[config.mk]
export PLATFORM = sky130hd
export DESIGN_NAME = ccpr_regs
export DESIGN_NICKNAME = d
export VERILOG_FILES = /design/src/include/ccpr_pkg.sv /design/src/logic/ccpr_color_slot.sv /design/src/logic/ccpr_regs.sv
export SDC_FILE = /design/constraint.sdc
export NUM_CORES = 1
export LEC_CHECK = 0
export BUFFER_PORTS_ARGS = -buffer_cell sky130_fd_sc_hd__buf_2
export CAP_MARGIN = 20
export CORE_ASPECT_RATIO = 1.4
export CORE_MARGIN = 10
export CORE_UTILIZATION = 45
export DETAILED_ROUTE_END_ITERATION = 16
export GPL_TIMING_DRIVEN = 0
export PLACE_DENSITY = 0.63
export RECOVER_POWER = 100
export SLEW_MARGIN = 25
export SYNTH_ARGS = -nofsm -noshare
export SYNTH_HDL_FRONTEND = slang
export SYNTH_SLANG_ARGS = --single-unit
[constraint.sdc]
create_clock -name i_clk -period 2.91 [get_ports i_clk]
set_clock_uncertainty 0.15 [all_clocks]
set_input_delay 0.291 -clock i_clk [delete_from_list [all_inputs] [get_ports i_clk]]
set_output_delay 0.291 -clock i_clk [all_outputs]
set_load 0.05 [all_outputs]
[src/include/ccpr_pkg.sv]
`default_nettype none
package ccpr_pkg;

    // ==========================================================
    // register byte offsets (low eight address bits)
    localparam logic [7:0] OFS_POSITION  = 8'h90;
    localparam logic [7:0] OFS_PAL0_LIVE = 8'h9c;
    localparam logic [7:0] OFS_PAL1_SET  = 8'ha0;
    localparam logic [7:0] OFS_PAL1_LIVE = 8'ha4;
    localparam logic [7:0] OFS_PAL2_SET  = 8'ha8;
    localparam logic [7:0] OFS_PAL2_LIVE = 8'hac;
    localparam logic [7:0] OFS_STATUS    = 8'hb8;
    localparam logic [7:0] OFS_MODE      = 8'hbc;
    localparam int         OFS_BITS      = 8;

    // ==========================================================
    // colour field layout
    localparam int COLOR_W = 24;
    localparam int RED_HI  = 23;
    localparam int RED_LO  = 16;
    localparam int GRN_HI  = 15;
    localparam int GRN_LO  = 8;
    localparam int BLU_HI  = 7;
    localparam int BLU_LO  = 0;

    localparam logic [COLOR_W-1:0] COLOR_RESET = 24'h00_0000;
    localparam logic [7:0]         RSVD_BYTE   = 8'h00;
    localparam logic [31:0]        WORD_ZERO   = 32'h0000_0000;
    localparam logic [7:0]         MASK_5BIT   = 8'h1f;
    localparam logic [7:0]         MASK_6BIT   = 8'h3f;
    localparam logic [7:0]         BYTE_ZERO   = 8'h00;

    // ==========================================================
    // status and mode register fields
    localparam int STATUS_ARMED_BIT = 0;
    localparam int STATUS_RUN_BIT   = 1;
    localparam int MODE_DEPTH_LO    = 0;
    localparam int MODE_DEPTH_HI    = 1;
    localparam int MODE_LUT_BIT     = 2;
    localparam int MODE_W           = 3;
    localparam logic [MODE_W-1:0] MODE_RESET = 3'h0;

    typedef enum logic [1:0]
    {
        CCPR_DEPTH_24 = 2'h0,
        CCPR_DEPTH_16 = 2'h1,
        CCPR_DEPTH_8  = 2'h2
    } ccpr_depth_t;

    // pointer image codes that pick colours 1 and 2
    localparam logic [1:0] CODE_PAL1 = 2'h1;
    localparam logic [1:0] CODE_PAL2 = 2'h2;

    // trims a colour to the bits the pixel depth uses
    function automatic logic [COLOR_W-1:0] ccpr_format
    (
        input logic [COLOR_W-1:0] color,
        input logic [1:0]         depth
    );
        logic [COLOR_W-1:0] res;
        res = color;
        case (depth)
            CCPR_DEPTH_16:
            begin
                res[RED_HI:RED_LO] = color[RED_HI:RED_LO] & MASK_5BIT;
                res[GRN_HI:GRN_LO] = color[GRN_HI:GRN_LO] & MASK_6BIT;
                res[BLU_HI:BLU_LO] = color[BLU_HI:BLU_LO] & MASK_5BIT;
            end
            CCPR_DEPTH_8:
            begin
                res[RED_HI:RED_LO] = BYTE_ZERO;
                res[GRN_HI:GRN_LO] = BYTE_ZERO;
            end
            default:
            begin
                res = color;
            end
        endcase
        return res;
    endfunction

endpackage
`default_nettype wire

[src/logic/ccpr_color_slot.sv]
`timescale 1ns/1ps
`default_nettype none
module ccpr_color_slot
    import ccpr_pkg::*;
(
    input  wire logic               i_clk,
    input  wire logic               i_rstn,
    input  wire logic               i_write,
    input  wire logic [COLOR_W-1:0] i_wdata,
    input  wire logic               i_running,
    input  wire logic               i_transfer,
    output var  logic [COLOR_W-1:0] o_held,
    output var  logic [COLOR_W-1:0] o_live
);

    // ==========================================================
    // holding stage
    // write lands here
    always_ff @(posedge i_clk or negedge i_rstn)
    begin
        if (!i_rstn)
        begin
            o_held <= COLOR_RESET;
        end
        else if (i_write)
        begin
            o_held <= i_wdata;
        end
    end

    // ==========================================================
    // in-effect copy
    always_ff @(posedge i_clk or negedge i_rstn)
    begin
        if (!i_rstn)
        begin
            o_live <= COLOR_RESET;
        end
        else if (i_write && !i_running)
        begin
            o_live <= i_wdata;
        end
        else if (i_transfer)
        begin
            o_live <= o_held;
        end
    end

endmodule
`default_nettype wire

[src/logic/ccpr_regs.sv]
// The implementer's own choice: the APB interface to the registers.
`timescale 1ns/1ps
`default_nettype none
module ccpr_regs
    import ccpr_pkg::*;
#(
    parameter int ADDR_W = 12
)
(
    input  wire logic               i_clk,
    input  wire logic               i_rstn,
    input  wire logic               i_psel,
    input  wire logic               i_penable,
    input  wire logic               i_pwrite,
    input  wire logic [ADDR_W-1:0]  i_paddr,
    input  wire logic [31:0]        i_pwdata,
    output var  logic [31:0]        o_prdata,
    output var  logic               o_pready,
    output var  logic               o_pslverr,
    input  wire logic               i_vblank,
    input  wire logic               i_display_ctrl_running,
    input  wire logic [COLOR_W-1:0] i_pointer_pal0_live,
    input  wire logic               i_pointer_2bpp,
    input  wire logic [1:0]         i_pointer_code,
    output var  logic               o_pointer_trigger_armed,
    output var  logic [COLOR_W-1:0] o_pointer_pal1_live,
    output var  logic [COLOR_W-1:0] o_pointer_pal2_live,
    output var  logic [COLOR_W-1:0] o_pointer_pixel,
    output var  logic               o_pointer_pixel_valid,
    output var  logic               o_pointer_via_lut
);

    // ==========================================================
    // elaboration checks
    if (ADDR_W < OFS_BITS || ADDR_W > 32)
    begin : g_bad_addr
        $error("ADDR_W must lie between 8 and 32");
    end

    // ==========================================================
    // declarations
    logic               vb_q1;
    logic               vb_q2;
    logic               vb_q3;
    logic               vb_level;
    logic               vb_rise;
    logic               run_q1;
    logic               run_q2;
    logic               run_q3;
    logic               running;
    logic               pointer_trigger_armed;
    logic [MODE_W-1:0]  mode;
    logic [1:0]         depth;
    logic               lut_enable;
    logic               transfer;
    logic               setup;
    logic               access;
    logic               wr;
    logic               hi_zero;
    logic [7:0]         ofs;
    logic               mapped;
    logic [31:0]        next_rdata;
    logic               wr_position;
    logic               wr_pal1;
    logic               wr_pal2;
    logic               wr_mode;
    logic [COLOR_W-1:0] pal1_held;
    logic [COLOR_W-1:0] pal1_live;
    logic [COLOR_W-1:0] pal2_held;
    logic [COLOR_W-1:0] pal2_live;
    logic [COLOR_W-1:0] pal1_fmt;
    logic [COLOR_W-1:0] pal2_fmt;

    // ==========================================================
    // pin synchronisers
    always_ff @(posedge i_clk or negedge i_rstn)
    begin
        if (!i_rstn)
        begin
            vb_q1 <= 1'b0;
            vb_q2 <= 1'b0;
            vb_q3 <= 1'b0;
        end
        else
        begin
            vb_q1 <= i_vblank;
            vb_q2 <= vb_q1;
            vb_q3 <= vb_q2;
        end
    end

    always_ff @(posedge i_clk or negedge i_rstn)
    begin
        if (!i_rstn)
        begin
            run_q1 <= 1'b0;
            run_q2 <= 1'b0;
            run_q3 <= 1'b0;
        end
        else
        begin
            run_q1 <= i_display_ctrl_running;
            run_q2 <= run_q1;
            run_q3 <= run_q2;
        end
    end

    // a level counts once stages two and three agree
    always_ff @(posedge i_clk or negedge i_rstn)
    begin
        if (!i_rstn)
        begin
            vb_level <= 1'b0;
            running  <= 1'b0;
        end
        else
        begin
            if (vb_q2 == vb_q3)
            begin
                vb_level <= vb_q3;
            end
            if (run_q2 == run_q3)
            begin
                running <= run_q3;
            end
        end
    end

    assign vb_rise = vb_q2 && vb_q3 && !vb_level;

    // ==========================================================
    // apb decode
    assign setup   = i_psel && !i_penable;
    assign access  = i_psel && i_penable && o_pready;
    assign wr      = access && i_pwrite;
    assign hi_zero = (i_paddr >> OFS_BITS) == '0;
    assign ofs     = i_paddr[OFS_BITS-1:0];

    always_comb
    begin
        mapped     = hi_zero;
        next_rdata = WORD_ZERO;
        case (ofs)
            OFS_POSITION:
            begin
                next_rdata = WORD_ZERO;
            end
            OFS_PAL0_LIVE:
            begin
                next_rdata = {RSVD_BYTE, i_pointer_pal0_live};
            end
            OFS_PAL1_SET:
            begin
                next_rdata = {RSVD_BYTE, pal1_held};
            end
            OFS_PAL1_LIVE:
            begin
                next_rdata = {RSVD_BYTE, pal1_live};
            end
            OFS_PAL2_SET:
            begin
                next_rdata = {RSVD_BYTE, pal2_held};
            end
            OFS_PAL2_LIVE:
            begin
                next_rdata = {RSVD_BYTE, pal2_live};
            end
            OFS_STATUS:
            begin
                next_rdata[STATUS_ARMED_BIT] = pointer_trigger_armed;
                next_rdata[STATUS_RUN_BIT]   = running;
            end
            OFS_MODE:
            begin
                next_rdata[MODE_W-1:0] = mode;
            end
            default:
            begin
                mapped = 1'b0;
            end
        endcase
        if (!mapped)
        begin
            next_rdata = WORD_ZERO;
        end
    end

    // one wait-free access phase; answer registered in setup
    always_ff @(posedge i_clk or negedge i_rstn)
    begin
        if (!i_rstn)
        begin
            o_pready  <= 1'b0;
            o_pslverr <= 1'b0;
            o_prdata  <= WORD_ZERO;
        end
        else if (setup)
        begin
            o_pready  <= 1'b1;
            o_pslverr <= !mapped;
            o_prdata  <= i_pwrite ? WORD_ZERO : next_rdata;
        end
        else if (access)
        begin
            o_pready  <= 1'b0;
            o_pslverr <= 1'b0;
            o_prdata  <= WORD_ZERO;
        end
    end

    assign wr_position = wr && mapped && ofs == OFS_POSITION;
    assign wr_pal1     = wr && mapped && ofs == OFS_PAL1_SET;
    assign wr_pal2     = wr && mapped && ofs == OFS_PAL2_SET;
    assign wr_mode     = wr && mapped && ofs == OFS_MODE;

    // ==========================================================
    // trigger armed flag
    assign transfer = vb_rise && pointer_trigger_armed && running;

    always_ff @(posedge i_clk or negedge i_rstn)
    begin
        if (!i_rstn)
        begin
            pointer_trigger_armed <= 1'b0;
        end
        else if (wr_position)
        begin
            pointer_trigger_armed <= 1'b1;
        end
        else if (transfer)
        begin
            pointer_trigger_armed <= 1'b0;
        end
    end

    // ==========================================================
    // mode register
    always_ff @(posedge i_clk or negedge i_rstn)
    begin
        if (!i_rstn)
        begin
            mode <= MODE_RESET;
        end
        else if (wr_mode)
        begin
            mode <= i_pwdata[MODE_W-1:0];
        end
    end

    assign depth      = mode[MODE_DEPTH_HI:MODE_DEPTH_LO];
    assign lut_enable = mode[MODE_LUT_BIT];

    // ==========================================================
    // colour slots
    // colour fields from write data; top byte dropped
    ccpr_color_slot u_pal1
    (
        .i_clk      (i_clk),
        .i_rstn     (i_rstn),
        .i_write    (wr_pal1),
        .i_wdata    (i_pwdata[COLOR_W-1:0]),
        .i_running  (running),
        .i_transfer (transfer),
        .o_held     (pal1_held),
        .o_live     (pal1_live)
    );

    ccpr_color_slot u_pal2
    (
        .i_clk      (i_clk),
        .i_rstn     (i_rstn),
        .i_write    (wr_pal2),
        .i_wdata    (i_pwdata[COLOR_W-1:0]),
        .i_running  (running),
        .i_transfer (transfer),
        .o_held     (pal2_held),
        .o_live     (pal2_live)
    );

    // ==========================================================
    // pixel path
    // depth trimming
    assign pal1_fmt = ccpr_format(pal1_live, depth);
    assign pal2_fmt = ccpr_format(pal2_live, depth);

    always_ff @(posedge i_clk or negedge i_rstn)
    begin
        if (!i_rstn)
        begin
            o_pointer_pal1_live <= COLOR_RESET;
            o_pointer_pal2_live <= COLOR_RESET;
        end
        else
        begin
            o_pointer_pal1_live <= pal1_fmt;
            o_pointer_pal2_live <= pal2_fmt;
        end
    end

    always_ff @(posedge i_clk or negedge i_rstn)
    begin
        if (!i_rstn)
        begin
            o_pointer_pixel       <= COLOR_RESET;
            o_pointer_pixel_valid <= 1'b0;
        end
        else if (i_pointer_2bpp && i_pointer_code == CODE_PAL1)
        begin
            o_pointer_pixel       <= pal1_fmt;
            o_pointer_pixel_valid <= 1'b1;
        end
        else if (i_pointer_2bpp && i_pointer_code == CODE_PAL2)
        begin
            o_pointer_pixel       <= pal2_fmt;
            o_pointer_pixel_valid <= 1'b1;
        end
        else
        begin
            o_pointer_pixel       <= COLOR_RESET;
            o_pointer_pixel_valid <= 1'b0;
        end
    end

    always_ff @(posedge i_clk or negedge i_rstn)
    begin
        if (!i_rstn)
        begin
            o_pointer_via_lut       <= 1'b0;
            o_pointer_trigger_armed <= 1'b0;
        end
        else
        begin
            o_pointer_via_lut       <= lut_enable;
            o_pointer_trigger_armed <= pointer_trigger_armed;
        end
    end

endmodule
`default_nettype wire

==> impl_metrics.env <==
export IMPL_syn_area_sq_um=9200
export IMPL_ys_seq_area_share_pct=56.8
export IMPL_path_clk_slew_ns=0.06
export IMPL_ff_latch_area_sq_um=5230
export IMPL_worst_path_most_repeated_cell="clkbuf_1"
export IMPL_totalWireLength_um=31200
export IMPL_worst_path_buf_inv=3
export IMPL_core_sq_um=20000
export IMPL_endpoint_kind="flop"
export IMPL_wire_per_inst_um=24.1
export IMPL_min_path_type="primary input to flop"
export IMPL_fillers=1809
export IMPL_dieArea_sq_um=26600
export IMPL_cts_buffers=21
export IMPL_vias_per_cell=5.78
export IMPL_dp_hpwl_um=22100
export IMPL_outcome="complete, no violations"
export IMPL_yosys_warnings=0
export IMPL_first_pass_iters=5
export IMPL_grt_pass1_vias=7864
export IMPL_finalPower_w=0.00799
export IMPL_synth_edff_count=0
export IMPL_critPathTopFamily="buffers and inverters"
export IMPL_syn2layout_area_growth_pct=23.4
export IMPL_rr_worst_depth=6
export IMPL_ant_nets=0
export IMPL_die_w_um=141
export IMPL_cp_slowest_cell="clkbuf_1"
export IMPL_p_leak_nw=5.14
export IMPL_via_count=7474
export IMPL_tns_ns=0
export IMPL_grt_use_total_pct=22.5
export IMPL_io_pins=187
export IMPL_worst_hold_slack_ns=0.0232
export IMPL_cts_tree="yes"
export IMPL_gp_congestion=0.921
export IMPL_nNetsFinal=1109
export IMPL_synth_avg_cell_area_sq_um=11.5
export IMPL_drv_slew=0
export IMPL_cts_root_buf="clkbuf_16"
export IMPL_drc=0
export IMPL_cts_setup_buffers=0
export IMPL_critPathRequiredTime_ns=3.10
export IMPL_portBuffers=169
export IMPL_cpPeakStageDelay_ns=0.77
export IMPL_rsz0062_at_grt="no"
export IMPL_grt_start_max_net_pins=84
export IMPL_antenna_found_initial=0
export IMPL_powerDensity_nw_per_um2=704
export IMPL_cts_sinks=209
export IMPL_peakVddDrop_v=0.000368
export IMPL_drive_above_1_share_pct=15.7
export IMPL_crit_type="flop to flop"
export IMPL_hold_viol=0
export IMPL_yosysTopAreaCell="dfrtp_1"
export IMPL_clock_latency_ns=0.50
export IMPL_diodes=0
export IMPL_crit_cells=6
export IMPL_drt_iter0_drc=665
export IMPL_grt_pass1_wl_um=46900
export IMPL_start_util_pct=46.0
export IMPL_cp_max_fo=10
export IMPL_synth_seq_cells=209
export IMPL_maxCapViolCount=0
export IMPL_worst_pin_slew_ns=1.48
export IMPL_startpoint_type="flop"
export IMPL_multiInputGateArea_sq_um=3550
export IMPL_fin_crit_sh_pct=97.1
export IMPL_relSlewSlack_pct=1.42
export IMPL_synth_cells=797
export IMPL_fmax_ghz=0.354
export IMPL_post_place_ws_ns=-0.369
export IMPL_cts_buffer_depth=3
export IMPL_rows=61
export IMPL_path_cells="and4b_1 -> clkbuf_1 -> clkbuf_1 -> clkbuf_1 -> mux2i_1 -> o21ai_0"
export IMPL_yosysUniqueCellTypes=52
export IMPL_setup_ws_ns=0.0835
export IMPL_fin_crit_ns=2.83
export IMPL_async_reset_ff_share_pct=100
export IMPL_min_path_cells=3
export IMPL_ys_flop_type="dfrtp_1"
export IMPL_die_y_um=189
export IMPL_grt_overflow_total=0
export IMPL_arrival_ns=3.02
export IMPL_setup_viol=0
export IMPL_htree_levels=1
export IMPL_synth_top_area_share_pct=56.8
export IMPL_ys_top_cells_by_area="dfrtp_1, mux2_2, mux2i_1"
[synthesized netlist by cell type, drive strengths merged, types with 2 or more instances]
cell	n
a21oi	2
nor3b	3
inv	38
o22ai	3
dfrtp	209
a22o	20
clkbuf	46
nor2	16
nand4bb	4
o32ai	2
and2	46
a22oi	23
mux2i	39
mux2	40
nor3	17
nor4	40
o31ai	20
nor4b	4
a2111oi	3
o311ai	2
a221o	36
nand2	41
and3b	2
nand2b	5
o2bb2ai	9
or3	2
ha	2
buf	24
nand3	12
or4	2
o21ai	32
nor2b	38
[registers in the layout, summed over array words and instances, names as in the netlist, 3 cells and up]
signal	count
u_pal2.o_live	24
o_prdata	24
mode	3
o_pointer_pal1_live	24
u_pal2.o_held	24
o_pointer_pal2_live	24
u_pal1.o_held	24
u_pal1.o_live	24
o_pointer_pixel	24
[where the power goes]
part           leakage (nW)  internal [W]  switching [W]
Sequential             2.76       0.00325       0.000284
Combinational          2.01      0.000402        0.00115
Clock                 0.365       0.00177        0.00113
[logic make-up after synthesis]
family | after synthesis | share of synthesized area, %
other cells | 1 | 0.0408
compound gates | 159 | 13.5
fa+ha+maj | 3 | 0.381
flops | 209 | 56.8
buf+inv | 108 | 4.88
simple gates | 238 | 15.2
mux | 79 | 9.14
[through the flow]
step	util, %	area, sq um	cells
detailed placement	52.3	10500	1227
CTS	57.5	11500	1293
finish	56.8	11400	1293
floorplan	-	9230	804
global route	56.8	11400	1293
global placement	52.0	10400	1225
[layout by cell type (no fill, tap or decap), types with 6 or more instances in the layout]
cell type      netlist  layout
buf_4               10      10
a221o_1             36      36
nand2_1             41      41
clkbuf_16            0      21
nor3_1              16      15
nor4_1              40      40
o21ai_0             31      31
conb_1               1       8
a22o_1              20      20
nand3_1             12      12
nor2_1              16      16
inv_1               38      38
o2bb2ai_1            9       9
nor2b_1             38      38
buf_1                9       6
mux2i_1             39      39
clkbuf_1            46     154
dfrtp_1            209     209
and2_1              46      41
mux2_2              40      40
a22oi_1             23      23
o31ai_1             20      20
dlygate4sd3_1        0      31
buf_2                5      66
[what timing repair did]
action,CTS,global route
endpoints found under the setup margin,0,30
endpoints found under the hold margin,168,0
hold buffers,31,0
resized for setup,0,1
[final timing paths]
check	startpoint	endpoint	slack [ns]
max in group asynchronous	i_rstn	o_pointer_pal1_live[22]	0.47
max reg2reg	running	u_pal1.o_live[11]	0.08
max	running	u_pal1.o_live[11]	0.08
min	i_penable	o_pslverr	0.02
min in group asynchronous	i_rstn	o_prdata[10]	0.54
min reg2reg	vb_q1	vb_q2	0.21
[final cells by class]
cell class / instances / share of cell area (%)
timing repair buffer: 202 / 9.42
clock buffer: 26 / 5.15
buffer: 70 / 2.69
sequential: 209 / 46.1
inverter: 38 / 1.26
clock inverter: 9 / 1.31
multi-input combinational: 487 / 31.3
tap: 252 / 2.78
[tightest hold or removal path: cells and delay by family]
| kind | cells | cell delay, ns |
|---|---|---|
| compound gates | 1 | 0.09 |
| buf+inv | 1 | 0.10 |
| simple gates | 1 | 0.13 |
[routing by layer]
metal	track usage (%)	share of wire, %	vias up
met5	0	0	-
met4	11.0	4.8	0
met3	3.93	7.2	83
met2	38.1	50	333
met1	27.0	38	3719
li1	-	-	3339
Note: power is estimated with default switching activity, not from simulation.
